## src/alc_map.svh

```systemverilog
`ifndef ALC_MAP_SVH
`define ALC_MAP_SVH

////////////////////////////////////////////////////////////////////////////////
// Register offsets
`define ALC_OFS_OFFICE_MAX   8'h07
`define ALC_OFS_OFFICE_DIM   8'h08
`define ALC_OFS_NIGHT_MAX    8'h09
`define ALC_OFS_NIGHT_DIM    8'h0A
`define ALC_OFS_PRESENT_CODE 8'h0B
`define ALC_OFS_COMPARE_CFG  8'h0C
`define ALC_OFS_OFFICE_TRIP  8'h0D
`define ALC_OFS_OFFICE_HYS   8'h0E
`define ALC_OFS_NIGHT_TRIP   8'h0F
`define ALC_OFS_NIGHT_HYS    8'h10

////////////////////////////////////////////////////////////////////////////////
// Field positions of the comparator configuration register, and the MSB of the code registers
`define ALC_CFG_SENSOR_FILTER_TIME_HI      7
`define ALC_CFG_SENSOR_FILTER_TIME_LO      5
`define ALC_CFG_FORCE        4
`define ALC_CFG_NIGHT_STAT   3
`define ALC_CFG_OFFICE_STAT  2
`define ALC_CFG_NIGHT_EN     1
`define ALC_CFG_OFFICE_EN    0
`define ALC_CODE_MSB         6

////////////////////////////////////////////////////////////////////////////////
// Reset values
`define ALC_RST_CODE         7'h00
`define ALC_RST_SENSOR_FILTER_TIME         3'h0
`define ALC_RST_BIT          1'h0
`define ALC_RST_RDATA        8'h00

////////////////////////////////////////////////////////////////////////////////
// Sensor scaling: sensor word counts half-microamp steps
`define ALC_SENSE_W          11
`define ALC_OFFICE_PAD       3'h0

////////////////////////////////////////////////////////////////////////////////
// Timing: shortest filter time, in microseconds, and the clock rate
`define ALC_SENSOR_FILTER_TIME_BASE_US     80000
`define ALC_CLK_MHZ          25
`define ALC_SENSOR_FILTER_TIME_BASE_CYC    (`ALC_SENSOR_FILTER_TIME_BASE_US * `ALC_CLK_MHZ)
`define ALC_TIMER_W          32

`endif

```

## src/alc_pkg.sv

```systemverilog
`include "alc_map.svh"
`default_nettype none

package alc_pkg;

  typedef logic [`ALC_CODE_MSB:0] alc_code_t;

  typedef enum logic [1:0] {
    ALC_LVL_DAYLIGHT,
    ALC_LVL_OFFICE,
    ALC_LVL_DARK
  } alc_level_e;

  typedef enum logic {
    ALC_SEQ_IDLE,
    ALC_SEQ_CONVERT
  } alc_seq_e;

  typedef struct packed {
    logic                    busy;
    logic                    done;
    logic [`ALC_TIMER_W-1:0] count;
  } alc_timer_s;

  typedef struct packed {
    logic [`ALC_SENSE_W-1:0] sens_meta;
    logic [`ALC_SENSE_W-1:0] sens_sync;
    alc_code_t               office_max;
    alc_code_t               office_dim;
    alc_code_t               night_max;
    alc_code_t               night_dim;
    alc_code_t               office_trip;
    alc_code_t               office_hys;
    alc_code_t               night_trip;
    alc_code_t               night_hys;
    logic [2:0]              sensor_filter_time;
    logic                    force_conv;
    logic                    night_status;
    logic                    office_status;
    logic                    night_en;
    logic                    office_en;
    alc_seq_e                seq;
    logic                    start;
    alc_level_e              level;
    alc_code_t               bl_code;
    logic [7:0]              rdata;
  } alc_state_s;

endpackage : alc_pkg

`default_nettype wire

```

## src/alc_filter_timer.sv

```systemverilog
`include "alc_map.svh"
`default_nettype none

// Counts one sensor filter window; the length doubles with each code step.
module alc_filter_timer #(
  parameter int unsigned BASE_CYCLES = `ALC_SENSOR_FILTER_TIME_BASE_CYC
) (
  // Clock and reset
  input  wire logic       clock_i,
  input  wire logic       rst_n_i,
  // Control
  input  wire logic       start_i,
  input  wire logic [2:0] code_i,
  // Status
  output logic            busy_o,
  output logic            done_o
);

  alc_pkg::alc_timer_s cur;
  alc_pkg::alc_timer_s next_cur;

  logic [`ALC_TIMER_W-1:0] base_w;
  logic [`ALC_TIMER_W-1:0] load_w;

  assign base_w = `ALC_TIMER_W'(BASE_CYCLES);
  assign load_w = base_w << code_i;

  always_comb begin
    next_cur      = cur;
    next_cur.done = 1'h0;
    if (start_i) begin
      // A restart always wins so a stale window never reports done
      next_cur.busy  = 1'h1;
      next_cur.count = load_w - `ALC_TIMER_W'(1);
    end else if (cur.busy) begin
      if (cur.count == '0) begin
        next_cur.busy = 1'h0;
        next_cur.done = 1'h1;
      end else begin
        next_cur.count = cur.count - `ALC_TIMER_W'(1);
      end
    end
  end

  always_ff @(posedge clock_i or negedge rst_n_i) begin
    if (!rst_n_i) begin
      cur <= '0;
    end else begin
      cur <= next_cur;
    end
  end

  assign busy_o = cur.busy;
  assign done_o = cur.done;

endmodule : alc_filter_timer

`default_nettype wire

```

## src/alc_light_compare.sv

```systemverilog
// Behaviour
// - Keep office and dark max codes, pick active
// - Keep office and dark dim codes, use dimmed
// - Read-only present backlight code, writes ignored
// - Filter time doubles from 0.08 s to 10.24 s
// - Writing force bit runs exactly one conversion
// - Force bit self-clears when conversion completes
// - Dark status set on office-to-dark move
// - Office status set on daylight-to-office move
// - Dark comparator works only while enabled
// - Office comparator works only while enabled
// - Auto adjust needs auto bit plus enables
// - Office status sets below office trip
// - Office status clears above trip plus hysteresis
// - Dark status sets below dark trip, 0.5uA
// - Office codes weigh four microamps per step
// - Dark status clears above trip plus hysteresis
`include "alc_map.svh"
`default_nettype none

module alc_light_compare #(
  parameter int unsigned FILTER_BASE_CYCLES = `ALC_SENSOR_FILTER_TIME_BASE_CYC
) (
  // Clock and reset
  input  wire logic                      clock_i,
  input  wire logic                      rst_n_i,
  // Register port from the serial interface engine
  input  wire logic [7:0]                reg_addr_i,
  input  wire logic [7:0]                reg_wdata_i,
  input  wire logic                      reg_wr_i,
  input  wire logic                      reg_rd_i,
  output logic [7:0]                     reg_rdata_o,
  // Ambient light sensor front end
  input  wire logic [`ALC_SENSE_W-1:0]   sensor_level_i,
  // Backlight control context
  input  wire logic                      auto_adjust_enable_i,
  input  wire logic                      dimmed_i,
  input  wire alc_pkg::alc_level_e       manual_level_i,
  input  wire alc_pkg::alc_code_t        daylight_max_i,
  input  wire alc_pkg::alc_code_t        daylight_dim_i,
  // Results
  output alc_pkg::alc_code_t             backlight_code_o,
  output alc_pkg::alc_level_e            ambient_level_select_o,
  output logic                           office_status_o,
  output logic                           night_status_o,
  output logic                           convert_busy_o
);

  //////////////////////////////////////////////////////////////////////////////
  // Elaboration checks

  // The timer shifts the base count left by up to seven places
  if (FILTER_BASE_CYCLES < 1 || FILTER_BASE_CYCLES > (1 << 24)) begin : g_bad_base
    $error("FILTER_BASE_CYCLES out of range");
  end

  //////////////////////////////////////////////////////////////////////////////
  // Reset release

  logic [1:0] rst_pipe;
  logic       rst_sync_n;

  always_ff @(posedge clock_i or negedge rst_n_i) begin
    if (!rst_n_i) begin
      rst_pipe <= 2'h0;
    end else begin
      rst_pipe <= {rst_pipe[0], 1'h1};
    end
  end

  assign rst_sync_n = rst_pipe[1];

  //////////////////////////////////////////////////////////////////////////////
  // State

  localparam alc_pkg::alc_state_s RESET_STATE = '{
    sens_meta:     '0,
    sens_sync:     '0,
    office_max:    `ALC_RST_CODE,
    office_dim:    `ALC_RST_CODE,
    night_max:     `ALC_RST_CODE,
    night_dim:     `ALC_RST_CODE,
    office_trip:   `ALC_RST_CODE,
    office_hys:    `ALC_RST_CODE,
    night_trip:    `ALC_RST_CODE,
    night_hys:     `ALC_RST_CODE,
    sensor_filter_time:          `ALC_RST_SENSOR_FILTER_TIME,
    force_conv:    `ALC_RST_BIT,
    night_status:  `ALC_RST_BIT,
    office_status: `ALC_RST_BIT,
    night_en:      `ALC_RST_BIT,
    office_en:     `ALC_RST_BIT,
    seq:           alc_pkg::ALC_SEQ_IDLE,
    start:         `ALC_RST_BIT,
    level:         alc_pkg::ALC_LVL_DAYLIGHT,
    bl_code:       `ALC_RST_CODE,
    rdata:         `ALC_RST_RDATA
  };

  alc_pkg::alc_state_s cur;
  alc_pkg::alc_state_s next_cur;

  logic timer_done;

  //////////////////////////////////////////////////////////////////////////////
  // Filter window timer

  alc_filter_timer #(
    .BASE_CYCLES (FILTER_BASE_CYCLES)
  ) u_alc_filter_timer (
    .clock_i     (clock_i),
    .rst_n_i     (rst_sync_n),
    .start_i     (cur.start),
    .code_i      (cur.sensor_filter_time),
    .busy_o      (),
    .done_o      (timer_done)
  );

  //////////////////////////////////////////////////////////////////////////////
  // Thresholds, all in half-microamp steps of the sensor word

  logic [`ALC_SENSE_W-1:0] office_set_lvl;
  logic [`ALC_SENSE_W-1:0] office_clr_lvl;
  logic [`ALC_SENSE_W-1:0] night_set_lvl;
  logic [`ALC_SENSE_W-1:0] night_clr_lvl;
  logic [7:0]              office_sum;
  logic [7:0]              night_sum;

  assign office_sum     = {1'h0, cur.office_trip} + {1'h0, cur.office_hys};
  assign night_sum      = {1'h0, cur.night_trip} + {1'h0, cur.night_hys};
  // An office step is eight times a dark step
  assign office_set_lvl = {1'h0, cur.office_trip, `ALC_OFFICE_PAD};
  assign office_clr_lvl = {office_sum, `ALC_OFFICE_PAD};
  assign night_set_lvl  = {4'h0, cur.night_trip};
  assign night_clr_lvl  = {3'h0, night_sum};

  //////////////////////////////////////////////////////////////////////////////
  // Read mux

  function automatic logic [7:0] read_word(
    input alc_pkg::alc_state_s st,
    input logic [7:0]          addr
  );
    logic [7:0] word;
    word = 8'h00;
    case (addr)
      `ALC_OFS_OFFICE_MAX: begin
        word = {1'h0, st.office_max};
      end
      `ALC_OFS_OFFICE_DIM: begin
        word = {1'h0, st.office_dim};
      end
      `ALC_OFS_NIGHT_MAX: begin
        word = {1'h0, st.night_max};
      end
      `ALC_OFS_NIGHT_DIM: begin
        word = {1'h0, st.night_dim};
      end
      `ALC_OFS_PRESENT_CODE: begin
        word = {1'h0, st.bl_code};
      end
      `ALC_OFS_COMPARE_CFG: begin
        word[`ALC_CFG_SENSOR_FILTER_TIME_HI:`ALC_CFG_SENSOR_FILTER_TIME_LO] = st.sensor_filter_time;
        word[`ALC_CFG_FORCE]       = st.force_conv;
        word[`ALC_CFG_NIGHT_STAT]  = st.night_status;
        word[`ALC_CFG_OFFICE_STAT] = st.office_status;
        word[`ALC_CFG_NIGHT_EN]    = st.night_en;
        word[`ALC_CFG_OFFICE_EN]   = st.office_en;
      end
      `ALC_OFS_OFFICE_TRIP: begin
        word = {1'h0, st.office_trip};
      end
      `ALC_OFS_OFFICE_HYS: begin
        word = {1'h0, st.office_hys};
      end
      `ALC_OFS_NIGHT_TRIP: begin
        word = {1'h0, st.night_trip};
      end
      `ALC_OFS_NIGHT_HYS: begin
        word = {1'h0, st.night_hys};
      end
      default: begin
        word = 8'h00;
      end
    endcase
    return word;
  endfunction : read_word

  //////////////////////////////////////////////////////////////////////////////
  // Next state

  always_comb begin
    logic                 cfg_wr;
    logic                 force_wr;
    logic                 any_en;
    logic                 conv_done;
    logic                 auto_on;
    alc_pkg::alc_level_e  lvl;
    alc_pkg::alc_code_t   code;

    cfg_wr    = reg_wr_i && (reg_addr_i == `ALC_OFS_COMPARE_CFG);
    force_wr  = cfg_wr && reg_wdata_i[`ALC_CFG_FORCE];
    any_en    = cur.office_en || cur.night_en;
    // A done that lands on a restart belongs to the abandoned window
    conv_done = timer_done && !cur.start;
    auto_on   = auto_adjust_enable_i && any_en;
    lvl       = manual_level_i;
    code      = daylight_max_i;

    next_cur       = cur;
    next_cur.start = 1'h0;

    // The sensor word must hold steady across a window, so a plain
    // two-stage capture is enough here
    next_cur.sens_meta = sensor_level_i;
    next_cur.sens_sync = cur.sens_meta;

    // Register writes; bit 7 of every code register is dropped
    if (reg_wr_i) begin
      case (reg_addr_i)
        `ALC_OFS_OFFICE_MAX: begin
          next_cur.office_max = reg_wdata_i[`ALC_CODE_MSB:0];
        end
        `ALC_OFS_OFFICE_DIM: begin
          next_cur.office_dim = reg_wdata_i[`ALC_CODE_MSB:0];
        end
        `ALC_OFS_NIGHT_MAX: begin
          next_cur.night_max = reg_wdata_i[`ALC_CODE_MSB:0];
        end
        `ALC_OFS_NIGHT_DIM: begin
          next_cur.night_dim = reg_wdata_i[`ALC_CODE_MSB:0];
        end
        `ALC_OFS_COMPARE_CFG: begin
          next_cur.sensor_filter_time      = reg_wdata_i[`ALC_CFG_SENSOR_FILTER_TIME_HI:`ALC_CFG_SENSOR_FILTER_TIME_LO];
          next_cur.night_en  = reg_wdata_i[`ALC_CFG_NIGHT_EN];
          next_cur.office_en = reg_wdata_i[`ALC_CFG_OFFICE_EN];
        end
        `ALC_OFS_OFFICE_TRIP: begin
          next_cur.office_trip = reg_wdata_i[`ALC_CODE_MSB:0];
        end
        `ALC_OFS_OFFICE_HYS: begin
          next_cur.office_hys = reg_wdata_i[`ALC_CODE_MSB:0];
        end
        `ALC_OFS_NIGHT_TRIP: begin
          next_cur.night_trip = reg_wdata_i[`ALC_CODE_MSB:0];
        end
        `ALC_OFS_NIGHT_HYS: begin
          next_cur.night_hys = reg_wdata_i[`ALC_CODE_MSB:0];
        end
        default: begin
          // Present code and unmapped offsets take no write
        end
      endcase
    end

    // Conversion sequencer
    case (cur.seq)
      alc_pkg::ALC_SEQ_IDLE: begin
        if (cur.force_conv || any_en) begin
          next_cur.start = 1'h1;
          next_cur.seq   = alc_pkg::ALC_SEQ_CONVERT;
        end
      end
      alc_pkg::ALC_SEQ_CONVERT: begin
        if (force_wr) begin
          // A fresh request gets a full window of its own
          next_cur.start = 1'h1;
        end else if (conv_done) begin
          next_cur.seq = alc_pkg::ALC_SEQ_IDLE;
          next_cur.force_conv = 1'h0;
          if (cur.office_en) begin
            if (cur.sens_sync < office_set_lvl) begin
              next_cur.office_status = 1'h1;
            end else if (cur.sens_sync > office_clr_lvl) begin
              next_cur.office_status = 1'h0;
            end
          end
          if (cur.night_en) begin
            if (cur.sens_sync < night_set_lvl) begin
              next_cur.night_status = 1'h1;
            end else if (cur.sens_sync > night_clr_lvl) begin
              next_cur.night_status = 1'h0;
            end
          end
        end else if (!cur.force_conv && !any_en) begin
          next_cur.seq = alc_pkg::ALC_SEQ_IDLE;
        end
      end
      default: begin
        next_cur.seq = alc_pkg::ALC_SEQ_IDLE;
      end
    endcase

    // Set wins over the sequencer's clear
    if (force_wr) begin
      next_cur.force_conv = 1'h1;
    end

    // Ambient level: comparators steer it only under automatic adjust
    if (auto_on) begin
      if (cur.night_en && cur.night_status) begin
        lvl = alc_pkg::ALC_LVL_DARK;
      end else if (cur.office_en && cur.office_status) begin
        lvl = alc_pkg::ALC_LVL_OFFICE;
      end else begin
        lvl = alc_pkg::ALC_LVL_DAYLIGHT;
      end
    end

    case (lvl)
      alc_pkg::ALC_LVL_OFFICE: begin
        code = dimmed_i ? cur.office_dim : cur.office_max;
      end
      alc_pkg::ALC_LVL_DARK: begin
        code = dimmed_i ? cur.night_dim : cur.night_max;
      end
      default: begin
        code = dimmed_i ? daylight_dim_i : daylight_max_i;
      end
    endcase

    next_cur.level   = lvl;
    next_cur.bl_code = code;

    if (reg_rd_i) begin
      next_cur.rdata = read_word(cur, reg_addr_i);
    end
  end

  //////////////////////////////////////////////////////////////////////////////
  // State register

  always_ff @(posedge clock_i or negedge rst_sync_n) begin
    if (!rst_sync_n) begin
      cur <= RESET_STATE;
    end else begin
      cur <= next_cur;
    end
  end

  //////////////////////////////////////////////////////////////////////////////
  // Outputs

  // Busy is taken from the sequencer so the output stays a flop
  assign reg_rdata_o            = cur.rdata;
  assign backlight_code_o       = cur.bl_code;
  assign ambient_level_select_o = cur.level;
  assign office_status_o        = cur.office_status;
  assign night_status_o         = cur.night_status;
  assign convert_busy_o         = (cur.seq == alc_pkg::ALC_SEQ_CONVERT) ? 1'h1 : 1'h0;

endmodule : alc_light_compare

`default_nettype wire

```

## config.mk

```make
export PLATFORM = sky130hd
export DESIGN_NAME = alc_light_compare
export DESIGN_NICKNAME = d
export VERILOG_FILES = /design/src/alc_pkg.sv /design/src/alc_filter_timer.sv /design/src/alc_light_compare.sv
export VERILOG_INCLUDE_DIRS = /design/src
export SDC_FILE = /design/constraint.sdc
export NUM_CORES = 1
export LEC_CHECK = 0
export ABC_AREA = 1
export BUFFER_PORTS_ARGS = -buffer_cell sky130_fd_sc_hd__buf_2
export CAP_MARGIN = 15
export CORE_MARGIN = 2
export CORE_UTILIZATION = 35
export CTS_CLUSTER_DIAMETER = 120
export DETAILED_ROUTE_END_ITERATION = 7
export GPL_ROUTABILITY_DRIVEN = 0
export MAX_ROUTING_LAYER = met4
export PLACE_DENSITY_LB_ADDON = 0.3
export SLEW_MARGIN = 20
export SYNTH_ARGS = -nofsm -noshare
export SYNTH_HDL_FRONTEND = slang
export SYNTH_SLANG_ARGS = --single-unit
```

## constraint.sdc

```tcl
create_clock -name clock_i -period 4.9 [get_ports clock_i]
set_input_delay 1.47 -clock clock_i [delete_from_list [all_inputs] [get_ports clock_i]]
set_output_delay 1.47 -clock clock_i [all_outputs]
set_load 0.005 [all_outputs]
```

==> flow_summary_export.csv <==
group,metric,value,unit
power_and_ir_drop,seqPwrFrac,40.8,%
job,max-cap-violations,0,
cts,cts-root-to-sink-buffers,2,
min_path,hold_path.class,"reg -> async",
timing,final.setup_skew,10.06,ps
yosys,synth.cell_area,9101,sq um
setup_path,cp_max_fo,37,
setup_path,worstPathCellList,"buf_2 > inv_1 > nand2_1 > nor2_4 > nand3_1 > nand2_1 > o21ai_1",
yosys,synth-edff-count,0,
yosys,post-synth-top-count-cell,"nand2_1",
die,dieArea,27310,sq um
timing,final-max-slew-violation-count,0,
cells_and_area,multiInputGateArea,4820,sq um
route,detailedRoute.firstPassIterationCount,5,
cells_and_area,fin_nets,1405,
global_route,first_global_vias,7730,
setup_path,crit_path_frequent_cell,"nand2_1",
cts,worstSkewPairLatency,430,ps
setup_path,crit_path_start_kind,"input port",
setup_path,critical_path_required,5190,ps
cts,cts_tree,"yes",
cells_and_area,finish.utilization,39.54,%
timing,layout_worst_path_cycle_share,60.11,%
yosys,ys.warnings.count,0,
yosys,synth_seq_area_share,38.77,%
route,routed_wirelength,25.29,mm
yosys,synthesized_netlist_net_count,1363,
cts,inserted_clock_buffers,17,
power_and_ir_drop,pwr-share-comb,19.5,%
timing,layout_min_cycle_time,2946,ps
power_and_ir_drop,switching_power,1.100,mW
yosys,synth_cell_types,44,
placed_design,dp_hpwl,19.03,mm
setup_path,crit_type,"in -> reg",
power_and_ir_drop,clkPwrFrac,39.7,%
cts,clkSlewWorstSetupHoldPaths,70,ps
cells_and_area,syn_to_final_growth,11.92,%
timing,post_route_setup_tns,0,ps
route,post_drt_via_cell_ratio,5.051,
cells_and_area,finish.cell_count_without_fillers,1652,
die,pin_count,69,
yosys,synthArstFlopShare,100.0,%
power_and_ir_drop,power.ir.vdd_worst,0.2352,mV
global_route,grt_pass1_wl,40.94,mm
route,num_vias,8344,
timing,final_hold_viol_count,0,
setup_path,critical-path-max-stage-delay,660,ps
route,postRouteAntennaNets,0,
power_and_ir_drop,power.static_leakage,5.188,nW
die,start_util,35.33,%
timing,grt_setup_unrepaired,"no",
setup_path,path_buf_inv,2,
yosys,synth.area.top_cells,"dfrtp_1, nand2_1, ha_1, nand3_1, nor2_1",
timing,max_slew.worst_pin.slew,957.0,ps
timing,final-setup-viol-count,0,
yosys,yosys_register_bits,141,
setup_path,crit_path_slowest_cell,"nor2_4",
power_and_ir_drop,swShare,32.95,%
yosys,yosys_most_used_dff,"dfrtp_1",
die,std_cell_rows,59,
route,count_of_unresolved_drc_violations_after_routing,0,
timing,max_freq,0.3395,GHz
setup_path,worst_path_dominant_cell_family,"simple AND/OR/NAND/NOR gates",
global_route,global_route.usage.total,19.76,%
die,core_area,25760,sq um
cts,htreeDepth,4,
placed_design,placement.io_buffers,68,
cts,hold_buffers,0,
outcome,outcome,"completed",
setup_path,type_of_destination_of_the_critical_path,"flip-flop",
yosys,synth_area_leader_cell,"dfrtp_1",
yosys,synthCells,1262,
die,die_y,165.3,um
setup_path,worst_path_arrival,3240,ps
cts,clock_tree.root_cell,"clkbuf_16",
setup_path,crit_start,"reg_addr_i[6]",
route,post_drt_wl_per_cell,15.31,um
setup_path,r2r-start,"cur[17]$_DFF_PN0_",
power_and_ir_drop,total_power,3.337,mW
global_route,grt_start_max_net_pins,62,
yosys,netlist_top_cells_count,"nand2_1, dfrtp_1, nor2_1",
cells_and_area,sequential_standard_cell_area,3532,sq um
placed_design,placed_cells_incl_taps,1620,
cts,cts_resized,0,
global_route,antenna_found_initial,0,
power_and_ir_drop,power_report.internal_total,2.238,mW
cts,cts_num_sinks,141,
timing,max-slew-margin-rel,36.13,%
die,floorplan.die.width,165.3,um
global_route,grt_overflow_total,0,
route,violation_count_after_the_first_detailed_route_iteration,552,
cells_and_area,number_of_fill_cells_in_the_layout,2693,
cells_and_area,antenna_cells_inserted,0,
cells_and_area,share_of_final_layout_standard_cells_stronger_than_drive_strength_1,10.93,%
yosys,syn-mean-instance-area,7.212,sq um
power_and_ir_drop,power_density,327.7,nW/um^2
yosys,synth_largest_type_area_fraction,38.77,%
cts,post_cts.repair.setup_buffers,0,
per-stage QoR:
| stage | hold slack [ps] | area, sq um | worst slack [ps] |
|---|---|---|---|
| 3_5_place_dp | 252.7 | 9599 | 1533 |
| 4_1_cts | 260.6 | 10190 | 1972 |
| 5_1_grt | 280.2 | 10190 | 1676 |
| 3_3_place_gp | 248.0 | 9599 | 1597 |
| 6_report | 241.3 | 10190 | 1954 |
| 2_1_floorplan | 331.2 | 9101 | 680.6 |
sequential cells by signal (all words and copies together), names as in the netlist:
signal,flops
reg_rdata_o,8
u_alc_filter_timer.cur,32
office_status_o,1
ambient_level_select_o,2
u_alc_filter_timer.busy_o,1
u_alc_filter_timer.done_o,1
night_status_o,1
backlight_code_o,7
cur,86
rst_pipe,2
layout make-up:
class / count / area share, %
well taps: 335 / 4.115
multi-input cells: 950 / 47.32
clock buffers: 19 / 4.250
inverters: 122 / 4.496
flip-flops and latches: 141 / 34.68
repair buffers: 72 / 3.636
clock inverters: 13 / 1.511
power by group through the flow:
stage               logic, mW  clock network (mW)  registers (mW)
floorplan               0.498                   0            1.36
global placement        0.636                   0            1.38
detailed placement      0.645                   0            1.38
CTS                     0.649                1.36            1.36
global route            0.752                1.40            1.38
finish                  0.651                1.32            1.36
cells by family after synthesis:
group	after synthesis	share of synthesized area, %
buffers and inverters	171	8.303
other	1	0.04120
and+or+nand+nor	703	33.72
muxes	1	0.1100
DFF	141	38.77
AOI/OAI and AO/OA	180	10.49
xor gates and xnor gates	13	1.251
adders and majority gates	52	7.314
worst paths after layout:
| path | to | slack, ps | cells after the start |
|---|---|---|---|
| hold reg to reg | u_alc_filter_timer.cur[23]$_DFFE_PN0P_ | 240 | 0 |
| setup / recovery | cur[39]$_DFFE_PN0P_ | 1950 | 7 |
| hold / removal | u_alc_filter_timer.cur[23]$_DFFE_PN0P_ | 240 | 0 |
| max in group asynchronous | cur[104]$_DFF_PN0_ | 3540 | 1 |
| min in group clock_i | cur[93]$_DFF_PN0_ | 350 | 0 |
| setup reg to reg | u_alc_filter_timer.cur[27]$_DFFE_PN0P_ | 2040 | 8 |
cell usage in the layout (no fill, tap or decap), types with 5 or more instances in the layout:
master	instances
xor2_1	6
inv_1	118
buf_2	68
nand2_1	370
xnor2_1	7
clkbuf_16	17
o22ai_1	15
inv_6	5
nand2_2	9
nand4_1	16
ha_1	50
dfrtp_1	140
nor3_1	15
nand3b_1	8
nor2_4	7
a21oi_1	36
nand3_2	5
nor2_2	8
o21ai_0	73
nor2_1	131
nand3_1	125
o21ai_1	43
metal layers:
metal  GRT usage, %  vias to the layer above  wire (um)
met5              -                        -          0
met4          5.968                        0        593
met3          2.822                       36       1049
met2          31.80                      219      12180
met1          25.92                     3889      11460
li1               -                     4200          -
No activity file was read; power rests on OpenSTA's default activity.
